$ cat config.mk
export PLATFORM = sky130hd
export DESIGN_NAME = rlc_ctrl
export DESIGN_NICKNAME = d
export VERILOG_FILES = /design/src/hw/rlc_pkg.sv /design/src/hw/rlc_ctrl.sv /design/src/hw/rlc_eoc_decode.sv
export SDC_FILE = /design/constraint.sdc
export NUM_CORES = 1
export LEC_CHECK = 0
export BUFFER_PORTS_ARGS = -buffer_cell sky130_fd_sc_hd__buf_2
export CAP_MARGIN = 0
export CORE_MARGIN = 10
export CORE_UTILIZATION = 42
export DETAILED_ROUTE_END_ITERATION = 12
export PLACE_DENSITY = 0.74
export SLEW_MARGIN = 30
export SYNTH_ARGS = -nofsm -noshare
export SYNTH_HDL_FRONTEND = slang
export SYNTH_SLANG_ARGS = --single-unit
$ cat constraint.sdc
create_clock -name hclk -period 2.4 [get_ports hclk]
set_clock_uncertainty 0.15 [all_clocks]
set_input_delay 0.24 -clock hclk [delete_from_list [all_inputs] [get_ports hclk]]
set_output_delay 0.24 -clock hclk [all_outputs]
set_load 0.005 [all_outputs]
$ cat src/hw/rlc_pkg.sv
// constants, state type and register map of the regenerator loopback control
// assumes one 200 MHz clock; eoc messages arrive already deframed
// Operation
// - los/lfa either side deactivates both sides
// - start-up: close loop on detected request
// - active link: close at once, optional reset
// - looped signal still forwarded toward ntu
// - eoc to address 10 handled normally
// - other address: send hold state, own address
// - indicators looped except hrp rega rrbe rcbe
// - return to normal: deactivate customer side, cancel
// - ltu link active: restart ntu side at once
package rlc_pkg;
  // eoc addressing and message codes (codes are plain defaults)
  localparam logic [1:0] OWN_ADDR = 2'h2;
  localparam int EOC_W = 8;
  localparam logic [7:0] CODE_LOOP_REQ = 8'h50;
  localparam logic [7:0] CODE_RTN = 8'h01;
  localparam logic [7:0] CODE_HOLD = 8'h02;
  // indicator bits; regenerator-specific ones keep local values
  localparam int IND_W = 8;
  localparam logic [7:0] REG_IND_MASK = 8'hF0;
  // register byte offsets
  localparam logic [7:0] CTRL_OFF = 8'h00;
  localparam logic [7:0] STAT_OFF = 8'h04;
  localparam logic [7:0] IRQ_STAT_OFF = 8'h08;
  localparam logic [7:0] IRQ_MASK_OFF = 8'h0C;
  // reset values
  localparam logic CTRL_RST = 1'b1;
  localparam logic [3:0] IRQ_MASK_RST = 4'h0;
  // interrupt status bit positions
  localparam int EV_LOOP_ON = 0;
  localparam int EV_LOOP_OFF = 1;
  localparam int EV_LOSS = 2;
  localparam int EV_HOLD = 3;
  // customer-side transceiver reset pulse on loop close
  localparam int CLK_MHZ = 200;
  localparam int RST_TIME_NS = 1000;
  localparam int RST_CYC_RAW = (RST_TIME_NS * CLK_MHZ + 999) / 1000;
  localparam int RST_CYC = (RST_CYC_RAW < 1) ? 1 : RST_CYC_RAW;
  localparam logic [7:0] RST_CNT_LOAD = 8'(RST_CYC - 1);

  typedef enum logic [1:0] {
    ST_NORMAL = 2'b00,
    ST_LOOP_RST = 2'b01,
    ST_LOOP = 2'b10
  } rlc_state_t;

  // merge looped indicators with the locally generated regenerator bits
  function automatic logic [7:0] rlc_ind_merge(input logic [7:0] pass, input logic [7:0] loc);
    rlc_ind_merge = (pass & ~REG_IND_MASK) | (loc & REG_IND_MASK);
  endfunction
endpackage

$ cat src/hw/rlc_ctrl.sv
// regenerator loopback 1a control with ahb-lite register slave
// assumes transceiver status and eoc strobes are synchronous to hclk
//
// Chosen here: the register addresses and the AHB-Lite register port.
`timescale 1ns/10ps
module rlc_ctrl (
  // clock and reset
  input wire logic hclk,
  input wire logic hresetn,
  // ahb-lite slave
  input wire logic hsel,
  input wire logic [7:0] haddr,
  input wire logic [1:0] htrans,
  input wire logic hwrite,
  input wire logic [2:0] hsize,
  input wire logic [31:0] hwdata,
  input wire logic hready,
  output logic [31:0] hrdata,
  output logic hreadyout,
  output logic hresp,
  // line transceiver status
  input wire logic los_lfa_net,
  input wire logic los_lfa_cust,
  input wire logic net_link_active,
  // received eoc message from the ltu
  input wire logic eoc_rx_valid,
  input wire logic [1:0] eoc_rx_addr,
  input wire logic [7:0] eoc_rx_code,
  // indicator bits
  input wire logic [7:0] ind_rx_net,
  input wire logic [7:0] ind_rx_cust,
  input wire logic [7:0] ind_local,
  output logic [7:0] ind_tx_net,
  // eoc actions
  output logic eoc_tx_valid,
  output logic [1:0] eoc_tx_addr,
  output logic [7:0] eoc_tx_code,
  output logic eoc_own_strobe,
  output logic eoc_fwd_strobe,
  // transceiver control
  output logic deact_net,
  output logic deact_cust,
  output logic cust_xcvr_rst,
  output logic cust_start,
  output logic loop_en,
  output logic cust_fwd_en,
  // interrupt
  output logic irq
);
  typedef struct packed {
    rlc_pkg::rlc_state_t state;
    logic [7:0] rst_cnt;
    logic loop_en;
    logic fwd_en;
    logic xcvr_rst;
    logic deact_net;
    logic deact_cust;
    logic cust_start;
    logic tx_valid;
    logic [7:0] tx_code;
    logic own_stb;
    logic fwd_stb;
    logic [7:0] ind_tx;
    logic ctrl_rst_en;
    logic [3:0] irq_stat;
    logic [3:0] irq_mask;
    logic irq;
    logic wr_pend;
    logic [7:0] wr_addr;
    logic [31:0] rdata;
  } rlc_ctrl_state_t;

  rlc_ctrl_state_t s_r;
  rlc_ctrl_state_t s_nxt;
  logic own_msg;
  logic other_msg;
  logic loop_req;
  logic rtn_req;
  logic addr_phase;
  logic los_any;
  logic [3:0] ev;

  rlc_eoc_decode u_dec (
    .valid(eoc_rx_valid),
    .addr(eoc_rx_addr),
    .code(eoc_rx_code),
    .own_msg(own_msg),
    .other_msg(other_msg),
    .loop_req(loop_req),
    .rtn_req(rtn_req)
  );

  // a transfer is taken when selected, nonsequential/sequential and bus ready
  assign addr_phase = hsel && hready && htrans[1];
  assign los_any = los_lfa_net || los_lfa_cust;

  // next-state logic for the loop machine, eoc handling and registers
  always_comb begin
    s_nxt = s_r;
    ev = 4'h0;
    // single-cycle strobes drop by default
    s_nxt.deact_net = 1'b0;
    s_nxt.deact_cust = 1'b0;
    s_nxt.cust_start = 1'b0;
    s_nxt.tx_valid = 1'b0;
    s_nxt.own_stb = 1'b0;
    s_nxt.fwd_stb = 1'b0;

    if (los_any) begin
      // loss on either line takes down both sides, no command awaited
      s_nxt.deact_net = 1'b1;
      s_nxt.deact_cust = 1'b1;
      s_nxt.loop_en = 1'b0; // loss also clears a standing loop
      s_nxt.xcvr_rst = 1'b0;
      s_nxt.fwd_en = 1'b1;
      s_nxt.state = rlc_pkg::ST_NORMAL;
      ev[rlc_pkg::EV_LOSS] = 1'b1;
      if (s_r.state != rlc_pkg::ST_NORMAL) begin
        ev[rlc_pkg::EV_LOOP_OFF] = 1'b1;
      end
    end else begin
      case (s_r.state)
        rlc_pkg::ST_NORMAL: begin
          // loop is closed only on the ltu's request, start-up or active
          if (loop_req) begin
            s_nxt.loop_en = 1'b1; // closed as soon as detected
            s_nxt.fwd_en = 1'b1; // stays transparent toward the ntu
            ev[rlc_pkg::EV_LOOP_ON] = 1'b1;
            if (s_r.ctrl_rst_en) begin
              // reset lets the customer-side coefficients reconverge
              s_nxt.xcvr_rst = 1'b1;
              s_nxt.rst_cnt = rlc_pkg::RST_CNT_LOAD;
              s_nxt.state = rlc_pkg::ST_LOOP_RST;
            end else begin
              s_nxt.state = rlc_pkg::ST_LOOP;
            end
          end
          // out of loop: own messages handled here, others pass on
          s_nxt.own_stb = own_msg && !loop_req;
          s_nxt.fwd_stb = other_msg;
        end
        rlc_pkg::ST_LOOP_RST, rlc_pkg::ST_LOOP: begin
          if (s_r.state == rlc_pkg::ST_LOOP_RST) begin
            if (s_r.rst_cnt == 8'h00) begin
              s_nxt.xcvr_rst = 1'b0;
              s_nxt.state = rlc_pkg::ST_LOOP;
            end else begin
              s_nxt.rst_cnt = s_r.rst_cnt - 8'h01;
            end
          end
          if (rtn_req) begin
            // return to normal: cancel and drop the customer side
            s_nxt.loop_en = 1'b0;
            s_nxt.xcvr_rst = 1'b0;
            s_nxt.deact_cust = 1'b1;
            s_nxt.state = rlc_pkg::ST_NORMAL;
            ev[rlc_pkg::EV_LOOP_OFF] = 1'b1;
            // net side still up: start-up toward the ntu right away
            s_nxt.cust_start = net_link_active;
          end else if (other_msg) begin
            // foreign address while looped: answer hold state ourselves
            s_nxt.tx_valid = 1'b1;
            s_nxt.tx_code = rlc_pkg::CODE_HOLD;
            ev[rlc_pkg::EV_HOLD] = 1'b1;
          end
          // own-address traffic keeps running normally, not looped
          s_nxt.own_stb = own_msg && !rtn_req;
        end
        default: begin
          s_nxt.state = rlc_pkg::ST_NORMAL;
          s_nxt.loop_en = 1'b0;
          s_nxt.xcvr_rst = 1'b0;
        end
      endcase
    end

    // indicators toward the ltu: looped copy when looped, else customer-side copy; local regenerator bits kept
    if (s_nxt.loop_en) begin
      s_nxt.ind_tx = rlc_pkg::rlc_ind_merge(ind_rx_net, ind_local);
    end else begin
      s_nxt.ind_tx = rlc_pkg::rlc_ind_merge(ind_rx_cust, ind_local);
    end

    // write data phase: data stands now, address was captured last cycle
    s_nxt.wr_pend = 1'b0;
    if (s_r.wr_pend) begin
      case (s_r.wr_addr)
        rlc_pkg::CTRL_OFF: s_nxt.ctrl_rst_en = hwdata[0];
        rlc_pkg::IRQ_MASK_OFF: s_nxt.irq_mask = hwdata[3:0];
        default: s_nxt.ctrl_rst_en = s_nxt.ctrl_rst_en;
      endcase
    end

    // address phase: reads are fetched here so data is ready in the data phase
    if (addr_phase) begin
      s_nxt.wr_pend = hwrite;
      s_nxt.wr_addr = haddr;
      s_nxt.rdata = 32'h0000_0000;
      if (!hwrite) begin
        case (haddr)
          rlc_pkg::CTRL_OFF: s_nxt.rdata = {31'h0000_0000, s_r.ctrl_rst_en};
          rlc_pkg::STAT_OFF: s_nxt.rdata = {24'h00_0000, s_r.xcvr_rst, net_link_active,
                                            los_lfa_cust, los_lfa_net, s_r.fwd_en,
                                            s_r.loop_en, s_r.state};
          rlc_pkg::IRQ_STAT_OFF: s_nxt.rdata = {28'h000_0000, s_r.irq_stat};
          rlc_pkg::IRQ_MASK_OFF: s_nxt.rdata = {28'h000_0000, s_r.irq_mask};
          default: s_nxt.rdata = 32'h0000_0000;
        endcase
      end
    end

    // sticky events; read clears but a same-cycle event still wins
    if (addr_phase && !hwrite && (haddr == rlc_pkg::IRQ_STAT_OFF)) begin
      s_nxt.irq_stat = ev;
    end else begin
      s_nxt.irq_stat = s_r.irq_stat | ev;
    end
    s_nxt.irq = |(s_nxt.irq_stat & s_nxt.irq_mask);
  end

  // single register stage for all state; reset gives constants only
  always_ff @(posedge hclk or negedge hresetn) begin
    if (!hresetn) begin
      s_r <= '0;
      s_r.state <= rlc_pkg::ST_NORMAL;
      s_r.fwd_en <= 1'b1;
      s_r.ctrl_rst_en <= rlc_pkg::CTRL_RST;
      s_r.irq_mask <= rlc_pkg::IRQ_MASK_RST;
    end else begin
      s_r <= s_nxt;
    end
  end

  // outputs straight from the state register, eoc_tx_addr a constant; slave never waits nor errors
  assign hrdata = s_r.rdata;
  assign hreadyout = 1'b1;
  assign hresp = 1'b0;
  assign ind_tx_net = s_r.ind_tx;
  assign eoc_tx_valid = s_r.tx_valid;
  assign eoc_tx_addr = rlc_pkg::OWN_ADDR; // hold state always carries our address
  assign eoc_tx_code = s_r.tx_code;
  assign eoc_own_strobe = s_r.own_stb;
  assign eoc_fwd_strobe = s_r.fwd_stb;
  assign deact_net = s_r.deact_net;
  assign deact_cust = s_r.deact_cust;
  assign cust_xcvr_rst = s_r.xcvr_rst;
  assign cust_start = s_r.cust_start;
  assign loop_en = s_r.loop_en;
  assign cust_fwd_en = s_r.fwd_en;
  assign irq = s_r.irq;
endmodule

$ cat src/hw/rlc_eoc_decode.sv
// classifier for one received eoc message
// assumes valid is a one-cycle strobe with address and code stable beside it
`timescale 1ns/10ps
module rlc_eoc_decode (
  // received message
  input wire logic valid,
  input wire logic [1:0] addr,
  input wire logic [7:0] code,
  // classification, combinational
  output logic own_msg,
  output logic other_msg,
  output logic loop_req,
  output logic rtn_req
);
  // only messages carrying our address may steer the loop
  assign own_msg = valid && (addr == rlc_pkg::OWN_ADDR);
  assign other_msg = valid && (addr != rlc_pkg::OWN_ADDR);
  assign loop_req = own_msg && (code == rlc_pkg::CODE_LOOP_REQ);
  assign rtn_req = own_msg && (code == rlc_pkg::CODE_RTN);
endmodule

======== Yosys cells after proc, flatten, opt, wreduce, memory -nomap -nowiden ========
Index checks and enable logic that the tools add are counted.
operators by class
  equality and inequality tests ........... 18
  bitwise gates (word level) .............. 6
  $add $sub $neg .......................... 1
  reductions and logical operators ........ 30
  mux-type cells .......................... 46
operator list
  cell                                                                   number
  41-bit two-way mux                                                     1
  8-bit two-way mux                                                      4
  8-bit one-hot mux with 4 select lines                                  1
  8-bit by 4-bit equality test with 1-bit output, second input constant  3
  8-bit zero test                                                        3
  1-bit two-way mux                                                      20
  9-bit two-way mux                                                      2
  4-bit by 8-bit OR with 8-bit output                                    2
  8-bit one-hot mux with 2 select lines                                  1
  13-bit two-way mux                                                     1
  12-bit two-way mux                                                     1
  4-bit two-way mux                                                      3
  11-bit two-way mux                                                     1
  1-bit logical AND                                                      10
  10-bit two-way mux                                                     1
  2-bit two-way mux                                                      5
  2-bit != test, second input constant                                   5
  8-bit by 1-bit equality test with 1-bit output, second input constant  1
  8-bit by 3-bit equality test with 1-bit output, second input constant  1
  8-bit by 7-bit equality test with 1-bit output, second input constant  1
  4-bit != test, second input constant                                   2
  4-bit AND reduction                                                    2
  2-bit nonzero test                                                     4
  8-bit by 1-bit subtractor with 8-bit output, second input constant     1
  17 further kinds                                                       25
storage, ports and cells
  bits of input ports ..................... 88
  register bits after elaboration ......... 79
  output and inout bits ................... 62
  word-level logic and storage cells ...... 121

======== Longest topological paths before layout ========
  depth in word-level cells ............... 10
  mapped depth ............................ 8
  depth with buffers taken out ............ 7

======== By module ========
A second synthesis with hierarchy kept.
second synthesis, totals
  cell total of the unflattened synthesis .. 262
  area, all modules ....................... 2870.3 um^2
modules (own cells, without submodules)
  module          times used  area each (um^2)  cells each  sequential area each (um^2)
  rlc_ctrl        1           2810.2            253         1378.8
  rlc_eoc_decode  1           60.1              9           0.0

======== Worst setup path before layout ========
Ideal clock, no wire load.
  kind .................................... reg-to-reg
  from .................................... register s_r[84] (netlist name)
  to ...................................... register s_r (netlist bit ind_tx_net[0])
  path buffers ............................ 1
  clock period less this slack ............ 2.245 ns
  arrival time ............................ 1.968 ns
  data required time ...................... 2.122 ns
  slack ................................... 0.155 ns
  setup time .............................. 0.128 ns
  cell stages (with the launch flop) ...... 9
  cells stage by stage .................... dfrtp_1 inv_1 ha_1 inv_1 clkbuf_1 a21oi_1 o31ai_1 a21oi_4 mux2_1
RTL lines
  item                    line             RTL
  start, declared         rlc_ctrl.sv:73   rlc_ctrl_state_t s_r;
  start signal, assigned  rlc_ctrl.sv:230  s_r <= s_nxt;

==> results.yml <==
yosys:
  yosys_warnings: 0
  ys_seq_elements: 55
  post-synth-top-area-cell: "dfrtp_1"
  synth_top_area_share_pct: 44.3
  synth.avg_cell_area_um2: 11.0
  synth_edf_count: 0
  synth_commonest_cells: "dfrtp_1, buf_4, nor2_1, mux2_2, inv_1"
  ys_seq_area_share_pct: 46.1
  synthFlopType: "dfrtp_1"
  synth_area_um2: 2990
  synthTopCellsByArea: "dfrtp_1, buf_4, mux2_2, mux2_1, ha_1"
  yosysMostFrequentCell: "dfrtp_1"
  async_flop_share_pct: 100
  synth.distinct_cells: 57
  synthCells: 272
clock_tree:
  cts_setup_buffers: 0
  clk_pin_slew_ps: 100
  cts-root-buf: "clkbuf_8"
  htree_levels: 2
  cts_made_buffers: 5
  cts_tree: "done"
  clockBufferDepth: 2
  insertion_delay_ps: 300
  cts.sinks: 55
drt:
  drc_errors: 0
  post_drt_via_cell_ratio: 4.88
  firstDrtPassIters: 4
  drt_first_iter_violations: 99
  routedWlPerCell_um: 15.7
  wirelength_um: 6940
  postRouteAntennaNets: 0
  num_vias: 2159
pwr:
  p_leak_nw: 1.74
  vdd_ir_drop_max_mv: 0.224
  power_density_nw_per_um2: 491
  total_power_mw: 1.70
sta:
  fin_hold_ws_ps: 3.83
  hold_viol: 0
  slew_viol_final: 0
  setup_viol: 0
  finalSetupTns_ps: 0
  rsz0062_at_grt: "false"
  period_share_pct: 94.3
  final.min_clock_period_ps: 2260
  clock.fmax_ghz: 0.442
floorplanning:
  die_w_um: 104
  boundaryPins: 150
  die_area_um2: 10900
  initial_utilization_pct: 43.6
  die_h_um: 104
  core_area_um2: 6870
  rows: 30
global_route:
  gr-total-overflow: 0
  grt_pass1_vias: 2306
  grt_max_degree: 56
  grt_usage_pct: 12.6
  antenna_found_initial: 0
  grt_pass1_wl_um: 11500
run:
  drv_cap: 0
placement:
  dp.final_hpwl_um: 5400
  numPortBuffers: 70
  place.gp.congestion: 0.797
critical_path:
  path_max_fanout: 6
  cp.required_ps: 2440
  end_kind: "register"
  start_kind: "register"
  worstSetupPathType: "register to register"
  worstPathArrival_ps: 2310
run_status:
  outcome: "finished, final reports clean"
finish:
  multi_input_area_um2: 1290
  regArea_um2: 1380
  largest_reg_flops: 28
  area_growth_pct: 15.9
  nets: 440
  nFillCells: 611
  largest-register: "s_r"
  n_antenna_cell: 0
  drive_gt1_share_pct: 33.2
worst_hold_path:
  worstHoldPathType: "primary input to register"
## worst paths after layout
path	from	slack (ps)	to	cells past startpoint
worst min register to register	eoc_tx_code[1]	320	eoc_tx_code[1]	1
worst max register to register	s_r[84]	140	ind_tx_net[2]	7
worst max-delay path	s_r[84]	140	ind_tx_net[2]	7
max in group asynchronous	hresetn	1490	s_r[50]	3
worst min-delay path	ind_rx_net[3]	4	ind_tx_net[3]	2
min in group asynchronous	hresetn	320	s_r[32]	3
## stage by stage
step	std cells	cell area (um2)	utilization [%]	setup WS [ps]
2_1_floorplan	305	3120	-	155
3_3_place_gp	422	3250	47.3	148
3_5_place_dp	422	3250	47.3	72.1
4_1_cts	442	3460	50.3	53.7
5_1_grt	442	3470	50.5	9.82
6_report	442	3470	50.5	136
## metal layers
layer	vias to the layer above	track usage (%)	part of all wire, %
li1	1029	-	-
met1	1045	15.7	44
met2	81	20.3	48
met3	4	4.71	6.9
met4	0	2.19	0.42
met5	-	0	0
## placed cells by master (no fill, tap or decap), types with 4 or more instances in the layout
master | synthesis | final
a21oi_1 | 9 | 9
a22o_1 | 5 | 5
a31oi_1 | 4 | 4
buf_2 | 0 | 70
buf_4 | 52 | 8
clkbuf_8 | 0 | 5
conb_1 | 2 | 35
dfrtp_1 | 53 | 53
dlygate4sd3_1 | 0 | 12
ha_1 | 7 | 7
inv_1 | 11 | 11
mux2_1 | 8 | 8
mux2_2 | 13 | 13
nand2_1 | 9 | 9
nand3_1 | 7 | 7
nor2_1 | 17 | 17
o21ai_1 | 9 | 9
## worst max-delay path, cell delays in order, from the launching register on
cell     delay [ps]
dfrtp_1         460
inv_1           110
ha_1            310
inv_1           180
a21oi_1          70
o31ai_1         390
a21oi_4         140
mux2_1          340
## power breakdown
part,internal [mW],switching [mW],leakage (nW)
Combinational,0.0950,0.0985,0.996
Clock,0.210,0.305,0.0418
Sequential,0.969,0.0241,0.698
Total,1.27,0.427,1.74
## final cells by class
| class | instances | share of cell area (%) |
|---|---|---|
| inverter | 11 | 1.19 |
| clock buffer | 6 | 2.09 |
| timing repair buffer | 91 | 15.9 |
| tap | 96 | 3.46 |
| sequential | 55 | 39.7 |
| clock inverter | 2 | 0.469 |
| multi-input combinational | 181 | 37.2 |
## logic make-up after synthesis
group / synth area share [%]
compound gates: 13.3
simple gates: 13.4
mux: 8.65
fa+ha+maj: 2.93
other cells: 0.251
flops: 46.1
buf+inv: 15.4
## timing repair
| item | CTS | global route |
|---|---|---|
| setup endpoints to repair | 0 | 2 |
| resized for setup | 0 | 2 |
| hold buffers | 12 | 0 |
| endpoints found under the hold margin | 62 | 0 |
No activity file was read; power rests on OpenSTA's default activity.
